<file path="config.mk">
export PLATFORM = sky130hd
export DESIGN_NAME = tx_sts3_telecom_bus_port
export DESIGN_NICKNAME = d
export VERILOG_FILES = /design/src/hw/tx_bus_pkg.sv /design/src/hw/tx_sts3_telecom_bus_port.sv
export SDC_FILE = /design/constraint.sdc
export NUM_CORES = 1
export LEC_CHECK = 0
export ABC_AREA = 1
export BUFFER_PORTS_ARGS = -buffer_cell sky130_fd_sc_hd__buf_2
export CAP_MARGIN = 10
export CORE_ASPECT_RATIO = 2
export CORE_MARGIN = 3
export CORE_UTILIZATION = 51
export DETAILED_ROUTE_END_ITERATION = 8
export GPL_ROUTABILITY_DRIVEN = 0
export HOLD_SLACK_MARGIN = 0.15
export PLACE_DENSITY = 0.76
export REMOVE_ABC_BUFFERS = 1
export SYNTH_ARGS = -nofsm -noshare
export SYNTH_HDL_FRONTEND = slang
export SYNTH_SLANG_ARGS = --single-unit
</file>
<file path="constraint.sdc">
create_clock -name CLOCK -period 2.6 [get_ports CLOCK]
set_input_delay 0.52 -clock CLOCK [delete_from_list [all_inputs] [get_ports CLOCK]]
set_output_delay 0.52 -clock CLOCK [all_outputs]
set_load 0.005 [all_outputs]
</file>
<file path="src/hw/tx_bus_pkg.sv">
// constants and types for the transmit telecom bus port
package tx_bus_pkg;

  // ****************************************
  // register map
  // ****************************************
  localparam logic [15:0] SYNC_DELAY_ADDR   = 16'h0135;
  localparam logic [15:0] BUS_CONTROL_ADDR  = 16'h0137;
  localparam logic [15:0] BUS_STATUS_ADDR   = 16'h0138;
  localparam logic [7:0]  SYNC_DELAY_RESET  = 8'h00;
  localparam logic [7:0]  BUS_CONTROL_RESET = 8'h00;

  // control field positions
  localparam int CTL_ENABLE_BIT    = 0;
  localparam int CTL_ODD_BIT       = 1;
  localparam int CTL_WIDE_BIT      = 2;
  localparam int CTL_EXT_ALIGN_BIT = 3;
  localparam int CTL_NO_REALIGN_BIT = 4;

  // ****************************************
  // timing and frame geometry
  // ****************************************
  localparam int SYS_CLK_MHZ    = 200;
  localparam int BUS_CLK_MHZ    = 20;
  localparam int BUS_DIV        = SYS_CLK_MHZ / BUS_CLK_MHZ;
  localparam logic [3:0] DIV_LAST = 4'(BUS_DIV - 1);
  localparam logic [3:0] DIV_HALF = 4'(BUS_DIV / 2);
  localparam int FRAME_US       = 125;
  localparam int BYTE_RATE_MHZ_X100 = 1944;
  localparam int FRAME_BYTES    = FRAME_US * BYTE_RATE_MHZ_X100 / 100;
  localparam int ROW_BYTES      = 270;
  localparam logic [8:0] COL_LAST  = 9'(ROW_BYTES - 1);
  localparam logic [3:0] ROW_LAST  = 4'(FRAME_BYTES / ROW_BYTES - 1);
  localparam logic [8:0] TOH_COLS  = 9'h01B;
  localparam logic [8:0] A2_COL    = 9'h003;
  localparam logic [8:0] C1_COL    = 9'h006;
  localparam logic [8:0] J1_COL    = 9'h01B;
  localparam logic [1:0] STS_LAST  = 2'h2;
  localparam logic [7:0] A1_BYTE   = 8'hF6;
  localparam logic [7:0] A2_BYTE   = 8'h28;

  // ****************************************
  // types
  // ****************************************
  typedef enum logic [1:0] {
    PH_RUN   = 2'b01,
    PH_DELAY = 2'b10
  } phase_type;

  typedef struct packed {
    logic [7:0] data;
    logic       payload;
    logic       marker;
    logic       parity;
    logic       alarm;
  } bus_out_type;

  localparam bus_out_type BUS_OUT_RESET = '0;

endpackage

</file>
<file path="src/hw/tx_sts3_telecom_bus_port.sv">
// transmit side of the byte-wide sts-3 telecom bus
//
// Overview of operation
// - alarm high for each byte of an sts-1 flagged with ais-p in no-realign mode, else low
// - alarm active only when bus enabled and in no-realign mode
// - parity covers the eight data bits in the narrow setting
// - parity also covers payload indicator and frame marker in wide setting
// - parity coverage and polarity come from the bus control register
// - external alignment starts a frame at a sync rising edge
// - sync tied low gives free-running frame generation
// - sync delay register sets lag from sync edge to frame start
// - payload indicator low for each transport overhead byte
// - payload indicator high for every non-overhead byte
// - when enabled all outbound data leaves one byte at a time
// - all bus outputs update on the rising edge of the bus clock
// - marker pulses for c1 with payload low and j1 with payload high
`timescale 1ns/1ps
module tx_sts3_telecom_bus_port
  import tx_bus_pkg::*;
(
  input  wire logic       CLOCK,
  input  wire logic       RST,
  input  wire logic       REG_WR,
  input  wire logic [15:0] REG_ADDR,
  input  wire logic [7:0] REG_WDATA,
  output logic      [7:0] REG_RDATA,
  input  wire logic       TX_FRAME_SYNC_IN,
  input  wire logic [7:0] SRC_BYTE,
  output logic            SRC_TAKE,
  input  wire logic [2:0] AIS_P_IN,
  output logic            TX_BUS_CLOCK_OUT,
  output logic      [7:0] TX_BUS_BYTE_OUT,
  output logic            TX_PAYLOAD_INDICATOR,
  output logic            TX_FRAME_MARKER_OUT,
  output logic            TX_BUS_PARITY_OUT,
  output logic            TX_BUS_ALARM_OUT
);

  typedef struct packed {
    logic [7:0]  delay_reg;
    logic [7:0]  ctl_reg;
    logic [7:0]  rdata;
    logic        sync_meta;
    logic        sync_sync;
    logic        sync_prev;
    logic        sync_seen;
    logic [3:0]  div;
    logic        bus_clk;
    phase_type   phase;
    logic [7:0]  delay_cnt;
    logic [8:0]  col;
    logic [3:0]  row;
    logic [1:0]  sts;
    bus_out_type bus;
  } state_type;

  state_type s_q;
  state_type s_d;

  logic        tick;
  logic        sync_rise;
  logic        start;
  logic [8:0]  col_e;
  logic [3:0]  row_e;
  logic [1:0]  sts_e;
  bus_out_type nxt;
  logic        enabled;

  assign enabled   = s_q.ctl_reg[CTL_ENABLE_BIT];
  assign tick      = (s_q.div == DIV_LAST);
  assign sync_rise = s_q.sync_sync & ~s_q.sync_prev;

  // ****************************************
  // next state
  // ****************************************
  always_comb begin
    s_d   = s_q;
    start = 1'b0;
    nxt   = BUS_OUT_RESET;
    col_e = s_q.col;
    row_e = s_q.row;
    sts_e = s_q.sts;
    SRC_TAKE = 1'b0;

    if (REG_WR && REG_ADDR == SYNC_DELAY_ADDR) begin
      s_d.delay_reg = REG_WDATA;
    end
    if (REG_WR && REG_ADDR == BUS_CONTROL_ADDR) begin
      s_d.ctl_reg = REG_WDATA;
    end
    case (REG_ADDR)
      SYNC_DELAY_ADDR:  s_d.rdata = s_q.delay_reg;
      BUS_CONTROL_ADDR: s_d.rdata = s_q.ctl_reg;
      BUS_STATUS_ADDR:  s_d.rdata = {6'h00, s_q.sync_seen,
                                     s_q.phase == PH_DELAY};
      default:          s_d.rdata = 8'h00;
    endcase

    // sync pin is asynchronous here: two flops before any use
    s_d.sync_meta = TX_FRAME_SYNC_IN;
    s_d.sync_sync = s_q.sync_meta;
    s_d.sync_prev = s_q.sync_sync;

    s_d.div     = tick ? 4'h0 : 4'(s_q.div + 4'h1);
    s_d.bus_clk = (s_d.div < DIV_HALF); // rises with the output update

    // an edge is armed now, the frame starts once the delay runs out
    if (sync_rise && s_q.ctl_reg[CTL_EXT_ALIGN_BIT]) begin
      s_d.phase     = PH_DELAY;
      s_d.delay_cnt = s_q.delay_reg;
      s_d.sync_seen = 1'b1;
    end

    if (tick) begin
      case (s_q.phase)
        PH_DELAY: begin
          if (s_q.delay_cnt == 8'h00) begin
            start   = 1'b1;
            s_d.phase = PH_RUN;
          end else begin
            s_d.delay_cnt = 8'(s_q.delay_cnt - 8'h01);
          end
        end
        PH_RUN:  start = 1'b0;
        default: s_d.phase = PH_RUN;
      endcase
      if (start) begin
        col_e = 9'h000;
        row_e = 4'h0;
        sts_e = 2'h0;
      end

      // emit the byte at the effective position
      nxt.payload = (col_e >= TOH_COLS);
      nxt.marker  = (row_e == 4'h0) &&
                    (col_e == C1_COL || col_e == J1_COL);
      if (!nxt.payload) begin
        if (row_e == 4'h0 && col_e < A2_COL) begin
          nxt.data = A1_BYTE;
        end else if (row_e == 4'h0 && col_e < C1_COL) begin
          nxt.data = A2_BYTE;
        end else if (row_e == 4'h0 && col_e < C1_COL + 9'h003) begin
          nxt.data = {6'h00, 2'(sts_e + 2'h1)};
        end else begin
          nxt.data = 8'h00;
        end
      end else begin
        nxt.data = SRC_BYTE;
        SRC_TAKE = enabled;
      end
      nxt.alarm = AIS_P_IN[sts_e] &
                  s_q.ctl_reg[CTL_NO_REALIGN_BIT];
      nxt.parity = s_q.ctl_reg[CTL_WIDE_BIT] ?
                   ^{nxt.data, nxt.payload, nxt.marker}
                   : ^nxt.data;
      nxt.parity = nxt.parity ^ s_q.ctl_reg[CTL_ODD_BIT];
      if (!enabled) begin
        nxt = BUS_OUT_RESET;
      end
      s_d.bus = nxt;

      // free running wrap: 2430 byte periods per frame
      s_d.sts = (sts_e == STS_LAST) ? 2'h0 : 2'(sts_e + 2'h1);
      if (col_e == COL_LAST) begin
        s_d.col = 9'h000;
        s_d.row = (row_e == ROW_LAST) ? 4'h0 : 4'(row_e + 4'h1);
      end else begin
        s_d.col = 9'(col_e + 9'h001);
        s_d.row = row_e;
      end
    end
  end

  // ****************************************
  // state register
  // ****************************************
  always_ff @(posedge CLOCK) begin
    if (RST) begin
      s_q           <= '0;
      s_q.delay_reg <= SYNC_DELAY_RESET;
      s_q.ctl_reg   <= BUS_CONTROL_RESET;
      s_q.phase     <= PH_RUN;
      s_q.bus       <= BUS_OUT_RESET;
    end else begin
      s_q <= s_d;
    end
  end

  assign REG_RDATA            = s_q.rdata;
  assign TX_BUS_CLOCK_OUT     = s_q.bus_clk;
  assign TX_BUS_BYTE_OUT      = s_q.bus.data;
  assign TX_PAYLOAD_INDICATOR = s_q.bus.payload;
  assign TX_FRAME_MARKER_OUT  = s_q.bus.marker;
  assign TX_BUS_PARITY_OUT    = s_q.bus.parity;
  assign TX_BUS_ALARM_OUT     = s_q.bus.alarm;
endmodule

</file>
==> metrics.cfg, run 1 <==
[timing]
setup_viol_count_final = 1
fin_worst_skew_ns = 0.00650
period_needed_ns = 2.64
worst_slew_pin_slew_ns = 0.575
setup_repair_after_global_routing_missed_its_margin = true
report.final.slew_viol_count = 0
clock.fmax_ghz = 0.379
fin_crit_sh = 1.01
relative_slew_margins = 0.614
final_setup_slack_of_the_worst_path_ns = -0.0354
hold_viol = 0
whs_ns = 0.398

[cells_and_area]
final_nets = 700
insertedDiodeCount = 0
final_cells = 747
post_route_cells_drive_above_1_share = 0.292
layout-area-overhead-vs-synth_pct = 25.3

[grt]
groute.usage.overall = 0.258
antenna_found_initial = 0
global_route.overflow_total = 0
grt_first_pass_wirelength_um = 17500
pin_count_of_the_biggest_net_entering_global_routing = 44
number_of_global_route_vias_before_repair = 3915

[floorplan]
fp-row-count = 44
dieArea_mm2 = 0.00884
die-height_um = 130
start_util = 0.532
floorplan.core_area_mm2 = 0.00738
io_pins = 61
die_w_um = 68.0

[synth]
synth.top_cells.by_area = sky130_fd_sc_hd__dfxtp_1, sky130_fd_sc_hd__nand2_1, sky130_fd_sc_hd__inv_1
synth_most_common_cell = sky130_fd_sc_hd__nand2_1
synth_largest_type_area_fraction = 0.357
async_flop_share = 0
number_of_enable_type_register_cells_in_the_synthesized_netlist = 0
yosys_warnings = 0
synth_top_family_by_area = simple AND/OR/NAND/NOR gates
synth_area_mm2 = 0.00392
yosys.area_share.simple = 0.297
postSynthCellCount = 575
synth.lib_cells_used.distinct = 45
synth_sequential_area_ratio = 0.357
syn_avg_cell_area_um2 = 6.82
compound_cell_area_share_of_the_yosys_netlist = 0.163
ys.flop_type = sky130_fd_sc_hd__dfxtp_1
synth_top_cells_by_count = sky130_fd_sc_hd__nand2_1, sky130_fd_sc_hd__inv_1, sky130_fd_sc_hd__dfxtp_1
synth_adder_area_share = 0.0351
yosys.area.top_type = sky130_fd_sc_hd__dfxtp_1
post_synth_xor_area_fraction = 0.0134
proportion_of_synthesized_area_in_mux_cells = 0
yosys_register_bits = 70

[run_status]
failing_checks = negative setup slack
outcome = complete, but fails checks

[power_and_ir_drop]
clock_power_share = 0.515
p_sw_uw = 514
power.sequential.fraction = 0.452
power_switching_share = 0.215
power_frac_comb = 0.032
power-per-cell-area_mw_per_mm2 = 487
vdd_ir_drop_max_mv = 0.472
post-layout-total-power_mw = 2.39
static-leakage-power_nw = 2.18
cell_internal_pwr_mw = 1.88

[clock_tree]
worst_skew_pair.late_latency_ns = 0.33
cts_buffers = 9
clock_sinks = 70
clk_path_buf_depth = 2
cts_root_buffer = sky130_fd_sc_hd__clkbuf_16
clk_pin_slew_ns = 0.06
htree_levels = 3
cts_tree = yes

[route]
first_iter_violations = 312
drt_wl_total_um = 11000
remaining_drc_errors = 0
detail_routed_net_length_per_standard_cell_um = 14.8
route.vias.total = 4104
drtAntennaViolNets = 0
via_per_inst = 5.49
dr.pass1.iters = 5

[setup_path]
arrival_ns = 2.84
setup.worst_path.end_class = flop
start_kind = flop
crit_path_top_delay_cell = sky130_fd_sc_hd__dfxtp_2
critical_path_cell_count = 24
cp_common_cell = sky130_fd_sc_hd__nand2_2
timing.critical_path.cells = inv_2 > ha_4 > inv_4 > nor2_4 > nand3_4 > inv_4 > nor2_4 > ha_4 > nand3_2 > a21oi_2 > nand2_2 > nand2_2 > nor2_4 > nand2_4 > nand2_4 > nand3_1 > nand2_1 > nand2_2 > nand2_2 > nand2_2 > nand2_1 > nand2_1 > nand3_2 > a21oi_2
timing.setup.critical_path_class = reg -> reg
maximum_single_stage_delay_on_the_critical_path_ns = 0.32
worst-path-buf-inv = 3
path_max_fanout = 7
reg2reg_depth = 24
crit_required_ns = 2.80
cp_top_family = simple AND/OR/NAND/NOR gates
critical_path.reg2reg.startpoint = s_q[28]$_SDFF_PP0_
crit_path_start = s_q[28]$_SDFF_PP0_

[placed_design]
place.port_buffers = 60
detailedPlacementHpwl_um = 7690
placedCellCount = 714

[min_path]
min_path_cells = 3
min_from = TX_FRAME_SYNC_IN
hp-class = in -> reg

[job]
max_cap_viol_count = 0

registers in the layout, indices dropped and copies added (netlist names):
register / cells
TX_BUS_PARITY_OUT: 1
s_q: 46
TX_BUS_CLOCK_OUT: 1
TX_BUS_ALARM_OUT: 1
TX_PAYLOAD_INDICATOR: 1
TX_BUS_BYTE_OUT: 8
REG_RDATA: 8
enabled: 1
TX_FRAME_MARKER_OUT: 1
s_d: 2
logic make-up after synthesis:
group	count (synthesis)
buf+inv	120
flops	70
compound gates	108
fa+ha+maj	11
xor+xnor	6
simple gates	260
final timing paths:
path | endpoint | slack, ns
min | s_d[44]$_SDFF_PP0_ | 0.40
max | TX_BUS_PARITY_OUT$_SDFFE_PP0N_ | -0.04
min reg2reg | s_d[43]$_SDFF_PP0_ | 0.40
max reg2reg | TX_BUS_PARITY_OUT$_SDFFE_PP0N_ | -0.04
metal layers:
metal	track usage	vias to the layer above	part of all wire
met2	0.480	138	0.56
met1	0.256	1925	0.34
met3	0.0379	46	0.047
li1	-	1995	-
met5	0	-	0
met4	0.155	0	0.053
what timing repair did:
item / 4_1_cts / 5_1_grt
gates resized for setup: 14 / 46
hold buffers: 0 / 0
setup buffers: 11 / 6
setup endpoints to repair: 2 / 14
pin swaps: 6 / 20
layout make-up:
cell class	count	area (um^2)
inverter	86	328
clock buffer	11	243
timing repair buffer	98	603
fill	612	2460
multi-input combinational	385	2160
sequential	70	1410
clock inverter	5	58.8
tap	92	115
cell usage in the layout, fill, tap and decap left out, types with 3 or more instances in the layout:
cell type	Yosys	layout
sky130_fd_sc_hd__inv_1	73	64
sky130_fd_sc_hd__nand2_2	4	19
sky130_fd_sc_hd__nand2_4	2	3
sky130_fd_sc_hd__nand4_1	5	5
sky130_fd_sc_hd__o211ai_1	4	4
sky130_fd_sc_hd__nor2_4	1	4
sky130_fd_sc_hd__ha_1	11	7
sky130_fd_sc_hd__dfxtp_2	0	3
sky130_fd_sc_hd__nand3_2	6	11
sky130_fd_sc_hd__a21oi_1	45	45
sky130_fd_sc_hd__clkinv_1	4	3
sky130_fd_sc_hd__xor2_1	5	5
sky130_fd_sc_hd__a211oi_1	10	10
sky130_fd_sc_hd__nand3_1	34	27
sky130_fd_sc_hd__nor3_1	8	8
sky130_fd_sc_hd__inv_2	8	17
sky130_fd_sc_hd__dfxtp_1	70	67
sky130_fd_sc_hd__ha_4	0	3
sky130_fd_sc_hd__o21ai_0	27	27
sky130_fd_sc_hd__clkbuf_16	0	9
sky130_fd_sc_hd__nor2_2	2	4
sky130_fd_sc_hd__nor2_1	58	53
sky130_fd_sc_hd__buf_4	17	36
sky130_fd_sc_hd__a31oi_1	6	6
sky130_fd_sc_hd__buf_2	3	59
sky130_fd_sc_hd__nand2_1	131	115
power groups by stage:
stage / clock [mW] / combinational (mW) / sequential, mW
floorplan: 0 / 0.0228 / 1.11
global placement: 0 / 0.0755 / 1.11
detailed placement: 0 / 0.0773 / 1.11
CTS: 1.25 / 0.0777 / 1.08
global route: 1.29 / 0.0864 / 1.08
finish: 1.23 / 0.0774 / 1.08
worst min-delay path: stages:
cell and delay [ns]:
sky130_fd_sc_hd__buf_2 0.08, sky130_fd_sc_hd__inv_1 0.03, sky130_fd_sc_hd__nor2_1 0.06
metrics by stage:
stage	worst slack, ns	cell area (um^2)	utilization	setup TNS (ns)
global placement	0.0534	4290	0.582	0
finish	-0.0354	4910	0.666	-0.0354
detailed placement	-0.0902	4290	0.582	-0.0902
global route	-0.238	4910	0.666	-0.356
CTS	0.00469	4720	0.640	0
floorplan	-0.172	3720	-	-0.244
No activity file was read; power rests on OpenSTA's default activity.
==> inputs of run 2 (changes only) <==
--- a/config.mk
+++ b/config.mk
@@ -15,7 +15,6 @@
 export GPL_ROUTABILITY_DRIVEN = 0
 export HOLD_SLACK_MARGIN = 0.15
 export PLACE_DENSITY = 0.76
-export REMOVE_ABC_BUFFERS = 1
 export SYNTH_ARGS = -nofsm -noshare
 export SYNTH_HDL_FRONTEND = slang
 export SYNTH_SLANG_ARGS = --single-unit
==> run 2 against run 1 <==
  * Critical endpoint is now SRC_TAKE
  * Highest routed layer unchanged
  * Flip-flop and latch count unchanged
  * Via count decreased by 0.39%
  * The flow still finishes with violations (negative setup slack)
  * Clock-buffer cell count decreased by 1
  * First-iteration DRC count increased by 1.6%
==> metrics.cfg, run 2 (synthesized netlist as in run 1, its figures left out) <==
[run_status]
outcome = complete, but fails checks
failing_checks = negative setup slack

[grt]
antenna_found_initial = 0
global_route.overflow_total = 0
number_of_global_route_vias_before_repair = 3960
groute.usage.overall = 0.255
grt_first_pass_wirelength_um = 17200
pin_count_of_the_biggest_net_entering_global_routing = 44

[floorplan]
start_util = 0.532
fp-row-count = 44
floorplan.core_area_mm2 = 0.00738
die-height_um = 130
dieArea_mm2 = 0.00884
io_pins = 61
die_w_um = 68.0

[clock_tree]
clk_path_buf_depth = 2
clock_sinks = 70
cts_buffers = 9
htree_levels = 3
cts_root_buffer = sky130_fd_sc_hd__clkbuf_16
cts_tree = yes
postCtsHoldBufs = 0
clk_pin_slew_ns = 0.06
worst_skew_pair.late_latency_ns = 0.34

[min_path]
min_from = TX_FRAME_SYNC_IN
min_path_cells = 3
holdPathEnd = s_d[44]$_SDFF_PP0_
hp-class = in -> reg

[setup_path]
reg2reg_depth = 13
critical_path.reg2reg.startpoint = s_q[28]$_SDFF_PP0_
setup.worst_path.end_class = primary output
maximum_single_stage_delay_on_the_critical_path_ns = 0.34
start_kind = flop
path_max_fanout = 5
worst_r2r_endpoint = s_q[34]$_SDFF_PP0_
crit_path_top_delay_cell = sky130_fd_sc_hd__dfxtp_2
arrival_ns = 2.09
timing.setup.critical_path_class = reg -> out
setup.reg_to_reg.worst_slack_ns = 0.01
timing.critical_path.cells = inv_2 > ha_4 > inv_4 > nor2_4 > nand3_4 > inv_4 > nor2_4 > ha_4 > nand3_2 > a21oi_2 > nand2_2 > nand3_4 > nand2_2 > inv_2 > buf_6
crit_required_ns = 2.08

[placed_design]
place.port_buffers = 60
detailedPlacementHpwl_um = 7620
placedCellCount = 719

[route]
dr.pass1.iters = 7
first_iter_violations = 317
via_per_inst = 5.42
drt_wl_total_um = 10900
detail_route.wirelength.met1_um = 3790
detailroute.wirelength.met2_um = 6150
top_layer = met4
detailroute.wirelength.met3_um = 427
route.vias.total = 4088
drtAntennaViolNets = 0
remaining_drc_errors = 0
detail_routed_net_length_per_standard_cell_um = 14.5

[timing]
final_setup_slack_of_the_worst_path_ns = -0.00536
setup_repair_after_global_routing_missed_its_margin = true
clock.fmax_ghz = 0.384
period_needed_ns = 2.61
setup_viol_count_final = 1
fin_crit_sh = 1.00
fin_worst_skew_ns = 0.0101
relative_slew_margins = 0.624
worst_slew_pin_slew_ns = 0.556
hold_viol = 0
report.final.slew_viol_count = 0

[cells_and_area]
insertedDiodeCount = 0
layout-area-overhead-vs-synth_pct = 25.7
most-common-layout-cells = sky130_fd_sc_hd__nand2_1, sky130_fd_sc_hd__dfxtp_1, sky130_fd_sc_hd__inv_1
max_ffs_per_register = 46
final_nets = 707
final_util = 0.668
mostFrequentLayoutCell = sky130_fd_sc_hd__nand2_1
post_route_cells_drive_above_1_share = 0.279
top_register = s_q
final_cells = 754

[power_and_ir_drop]
power_switching_share = 0.219
p_sw_uw = 528
power_frac_comb = 0.032
cell_internal_pwr_mw = 1.89
vdd_ir_drop_max_mv = 0.466
clock_power_share = 0.519
static-leakage-power_nw = 2.19
power.sequential.fraction = 0.449
power-per-cell-area_mw_per_mm2 = 490

[job]
max_cap_viol_count = 0

[synth]
syn_nets = 625

[run 2: changes by cell type in the layout (fill, tap and decap cells not counted), sizes merged]
cell      delta
buf          +7
clkbuf       -1
clkinv       +2
clkinvlp     -1
[run 2: worst max-delay path, delay by kind of cell (launching register included)]
kind | cells | cell delay (ns)
and+or+nand+nor | 7 | 0.63
DFF | 1 | 0.34
adders and majority gates | 2 | 0.32
buffers and inverters | 5 | 0.31
AOI/OAI and AO/OA | 1 | 0.15
[run 2: cell type report]
type                       count  area, um^2
multi-input combinational    385        2110
inverter                      86         328
clock inverter                 6        68.8
sequential                    70        1410
timing repair buffer         105         661
tap                           92         115
clock buffer                  10         239
fill                         630        2450
[run 2: through the flow]
step	setup slack [ns]	hold slack (ns)	total power, mW	instance area, um^2	setup TNS, ns
after CTS	0.0159	0.382	2.43	4760	0
after floorplan	0.0223	0.388	1.14	3920	0
after global placement	0.0158	0.397	1.18	4330	0
final	-0.00536	0.390	2.41	4930	-0.00536
after global routing	-0.172	0.403	2.48	4930	-0.868
after detailed placement	-0.0803	0.412	1.18	4330	-0.0803
[run 2: how the worst max path moves through the flow]
stage	cells after the start	end	start	slack, ns
4_1_cts	23	TX_BUS_PARITY_OUT$_SDFFE_PP0N_	s_q[28]$_SDFF_PP0_	0.02
3_5_place_dp	23	TX_BUS_PARITY_OUT$_SDFFE_PP0N_	s_q[27]$_SDFF_PP0_	-0.08
2_1_floorplan	25	TX_BUS_PARITY_OUT$_SDFFE_PP0N_	s_q[27]$_SDFF_PP0_	0.02
6_report	15	SRC_TAKE	s_q[28]$_SDFF_PP0_	-0.005
5_1_grt	23	TX_BUS_PARITY_OUT$_SDFFE_PP0N_	s_q[27]$_SDFF_PP0_	-0.17
3_3_place_gp	23	TX_BUS_PARITY_OUT$_SDFFE_PP0N_	s_q[27]$_SDFF_PP0_	0.02
[run 2: repair_timing]
action,CTS,global route
endpoints found under the setup margin,2,9
cloned,0,1
setup buffers,9,9
pin swaps,6,13
resized for setup,17,30
[run 2: power groups by stage]
stage / clock network [mW] / logic [mW] / registers, mW
after CTS: 1.27 / 0.0782 / 1.08
after global routing: 1.31 / 0.0879 / 1.08
after global placement: 0 / 0.0745 / 1.11
after floorplan: 0 / 0.0326 / 1.11
final: 1.25 / 0.0783 / 1.08
after detailed placement: 0 / 0.0773 / 1.11
[run 2: metal layers]
layer,GRT usage,vias to the layer above
met5,0,-
met4,0.138,0
met3,0.0465,51
met2,0.467,132
met1,0.259,1892
li1,-,2013
==> inputs of run 3 (changes only) <==
--- a/config.mk
+++ b/config.mk
@@ -14,7 +14,7 @@
 export DETAILED_ROUTE_END_ITERATION = 8
 export GPL_ROUTABILITY_DRIVEN = 0
 export HOLD_SLACK_MARGIN = 0.15
-export PLACE_DENSITY = 0.76
+export PLACE_DENSITY = 0.74
 export SYNTH_ARGS = -nofsm -noshare
 export SYNTH_HDL_FRONTEND = slang
 export SYNTH_SLANG_ARGS = --single-unit
==> run 3 against run 2 <==
  * The run still ends with negative setup slack left
  * Setup slack lost 0.0032 ns
  * Clock skew shrank 0.0046 ns
  * Cell count shrank 1.5%
  * Non-clock buffer count shrank 11
  * Core utilization shrank 1.4 points
  * Fmax shrank 0.12%
  * Hold slack lost 0.00077 ns
  * Critical path depth grew 10
  * Clock power shrank 8%
  * Wire length shrank 5.0%
  * Combinational power shrank 4.9%
  * Die area is the same
  * Largest power group unchanged
==> metrics.cfg, run 3 (synthesized netlist as in run 1, its figures left out) <==
[run_status]
outcome = complete, but fails checks
failing_checks = negative setup slack

[timing]
setup_repair_after_global_routing_missed_its_margin = true
final_setup_slack_of_the_worst_path_ns = -0.00855
fin_worst_skew_ns = 0.00554
hold_viol = 0
worst_slew_pin_slew_ns = 0.585
clock.fmax_ghz = 0.383
setup_viol_count_final = 2
relative_slew_margins = 0.610
period_needed_ns = 2.61
fin_crit_sh = 1.00
report.final.slew_viol_count = 0

[min_path]
min_path_cells = 3
hp-class = in -> reg

[synth]
syn_nets = 625

[clock_tree]
postCtsHoldBufs = 0
worst_skew_pair.late_latency_ns = 0.33
cts_root_buffer = sky130_fd_sc_hd__clkbuf_16
htree_levels = 3
clk_path_buf_depth = 2
clock_sinks = 70
cts_buffers = 9
clk_pin_slew_ns = 0.06
cts_tree = yes

[route]
via_per_inst = 5.32
detailroute.wirelength.met3_um = 394
remaining_drc_errors = 0
route.vias.total = 3955
detail_routed_net_length_per_standard_cell_um = 14.0
detailroute.wirelength.met2_um = 5900
drtAntennaViolNets = 0
dr.pass1.iters = 4
drt_wl_total_um = 10400
top_layer = met4
first_iter_violations = 235
detail_route.wirelength.met1_um = 3630

[grt]
antenna_found_initial = 0
groute.usage.overall = 0.243
pin_count_of_the_biggest_net_entering_global_routing = 44
grt_first_pass_wirelength_um = 16400
global_route.overflow_total = 0
number_of_global_route_vias_before_repair = 3916

[placed_design]
detailedPlacementHpwl_um = 7520
placedCellCount = 711
place.port_buffers = 60
dpl_worst_slack_ns = -0.0589

[setup_path]
setup.worst_path.end_class = flop
setup.reg_to_reg.worst_slack_ns = -0.009
critical_path.reg2reg.startpoint = s_q[27]$_SDFF_PP0_
timing.setup.critical_path_class = reg -> reg
worst_r2r_endpoint = TX_BUS_PARITY_OUT$_SDFFE_PP0N_
path_max_fanout = 7
crit_required_ns = 2.81
reg2reg_depth = 25
timing.critical_path.to = TX_BUS_PARITY_OUT$_SDFFE_PP0N_
crit_path_start = s_q[27]$_SDFF_PP0_
arrival_ns = 2.82
start_kind = flop

[cells_and_area]
final_cells = 743
max_ffs_per_register = 46
most-common-layout-cells = sky130_fd_sc_hd__nand2_1, sky130_fd_sc_hd__inv_1, sky130_fd_sc_hd__dfxtp_1
insertedDiodeCount = 0
top_register = s_q
final_nets = 696
mostFrequentLayoutCell = sky130_fd_sc_hd__nand2_1
filler_cell_count = 644
post_route_cells_drive_above_1_share = 0.261
layout-area-overhead-vs-synth_pct = 23.2

[floorplan]
floorplan.core_area_mm2 = 0.00738
dieArea_mm2 = 0.00884
die_w_um = 68.0
fp-row-count = 44
start_util = 0.532
io_pins = 61
die-height_um = 130

[power_and_ir_drop]
static-leakage-power_nw = 2.13
post-layout-total-power_mw = 2.31
power-per-cell-area_mw_per_mm2 = 479
vdd_ir_drop_max_mv = 0.450

[job]
max_cap_viol_count = 0

run 3: cell types whose count changed in the layout (fill, tap and decap cells not counted), moves of 2 or more:
cell	delta
sky130_fd_sc_hd__buf_4	-11
sky130_fd_sc_hd__clkinv_4	-2
sky130_fd_sc_hd__clkinvlp_4	+2
sky130_fd_sc_hd__inv_1	+3
sky130_fd_sc_hd__inv_2	-4
sky130_fd_sc_hd__nand2_2	-2
sky130_fd_sc_hd__nand3_2	-2
run 3: critical path, stage by stage (launching register included):
cell                      delay [ns]
sky130_fd_sc_hd__dfxtp_2        0.32
sky130_fd_sc_hd__inv_2          0.08
sky130_fd_sc_hd__ha_4           0.14
sky130_fd_sc_hd__inv_4          0.03
sky130_fd_sc_hd__nor2_4         0.09
sky130_fd_sc_hd__nand3_4        0.12
sky130_fd_sc_hd__buf_6          0.14
sky130_fd_sc_hd__nand2_4        0.06
sky130_fd_sc_hd__inv_4          0.04
sky130_fd_sc_hd__ha_4           0.16
sky130_fd_sc_hd__nand3_4        0.08
sky130_fd_sc_hd__a21oi_4        0.04
sky130_fd_sc_hd__nand2_2        0.10
sky130_fd_sc_hd__nand2_2        0.07
sky130_fd_sc_hd__nor2_4         0.22
sky130_fd_sc_hd__nand2_4        0.11
sky130_fd_sc_hd__inv_1          0.07
sky130_fd_sc_hd__nand2_1        0.05
sky130_fd_sc_hd__nand2_1        0.08
sky130_fd_sc_hd__inv_1          0.07
sky130_fd_sc_hd__nand2_1        0.06
sky130_fd_sc_hd__nand2_1        0.07
sky130_fd_sc_hd__inv_1          0.05
sky130_fd_sc_hd__nand3_1        0.08
sky130_fd_sc_hd__nand3_2        0.08
sky130_fd_sc_hd__a21oi_2        0.04
run 3: repair_timing:
item	CTS	global route
endpoints found under the setup margin	2	11
hold endpoints to repair	0	0
resized for setup	20	23
pin swaps	7	8
buffers inserted	10	6
run 3: worst min path at each step:
stage,start,to,slack [ns]
after floorplan,s_d[44]$_SDFF_PP0_,s_d[43]$_SDFF_PP0_,0.39
after global placement,s_d[44]$_SDFF_PP0_,s_d[43]$_SDFF_PP0_,0.41
after detailed placement,s_d[44]$_SDFF_PP0_,s_d[43]$_SDFF_PP0_,0.41
after CTS,TX_FRAME_SYNC_IN,s_d[44]$_SDFF_PP0_,0.38
after global routing,TX_FRAME_SYNC_IN,s_d[44]$_SDFF_PP0_,0.40
final,TX_FRAME_SYNC_IN,s_d[44]$_SDFF_PP0_,0.39
run 3: stage by stage:
step,cell area (um^2),setup TNS [ns],hold WS [ns],utilization
detailed placement,4270,-0.0589,0.415,0.579
CTS,4680,0,0.384,0.635
floorplan,3920,0,0.388,-
finish,4830,-0.0160,0.389,0.655
global route,4830,-0.418,0.402,0.655
global placement,4270,0,0.406,0.579
run 3: report_power, final:
| group | total (mW) | internal, mW | switching (mW) |
|---|---|---|---|
| clock | 1.15 | 0.675 | 0.478 |
| combinational | 0.0745 | 0.0319 | 0.0426 |
| sequential | 1.08 | 1.08 | 0.00350 |
run 3: cell type report:
| type | count | area (um^2) | share of cell area |
|---|---|---|---|
| clock inverters | 6 | 45.0 | 0.00933 |
| multi-input cells | 385 | 2130 | 0.441 |
| repair buffers | 94 | 563 | 0.117 |
| inverters | 86 | 330 | 0.0684 |
| clock buffers | 10 | 239 | 0.0495 |
| well taps | 92 | 115 | 0.0238 |
| flip-flops and latches | 70 | 1410 | 0.291 |
run 3: metal layers:
| metal | track usage | up-vias |
|---|---|---|
| li1 | - | 1992 |
| met3 | 0.0500 | 39 |
| met1 | 0.231 | 1828 |
| met5 | 0 | - |
| met4 | 0.143 | 0 |
| met2 | 0.454 | 96 |
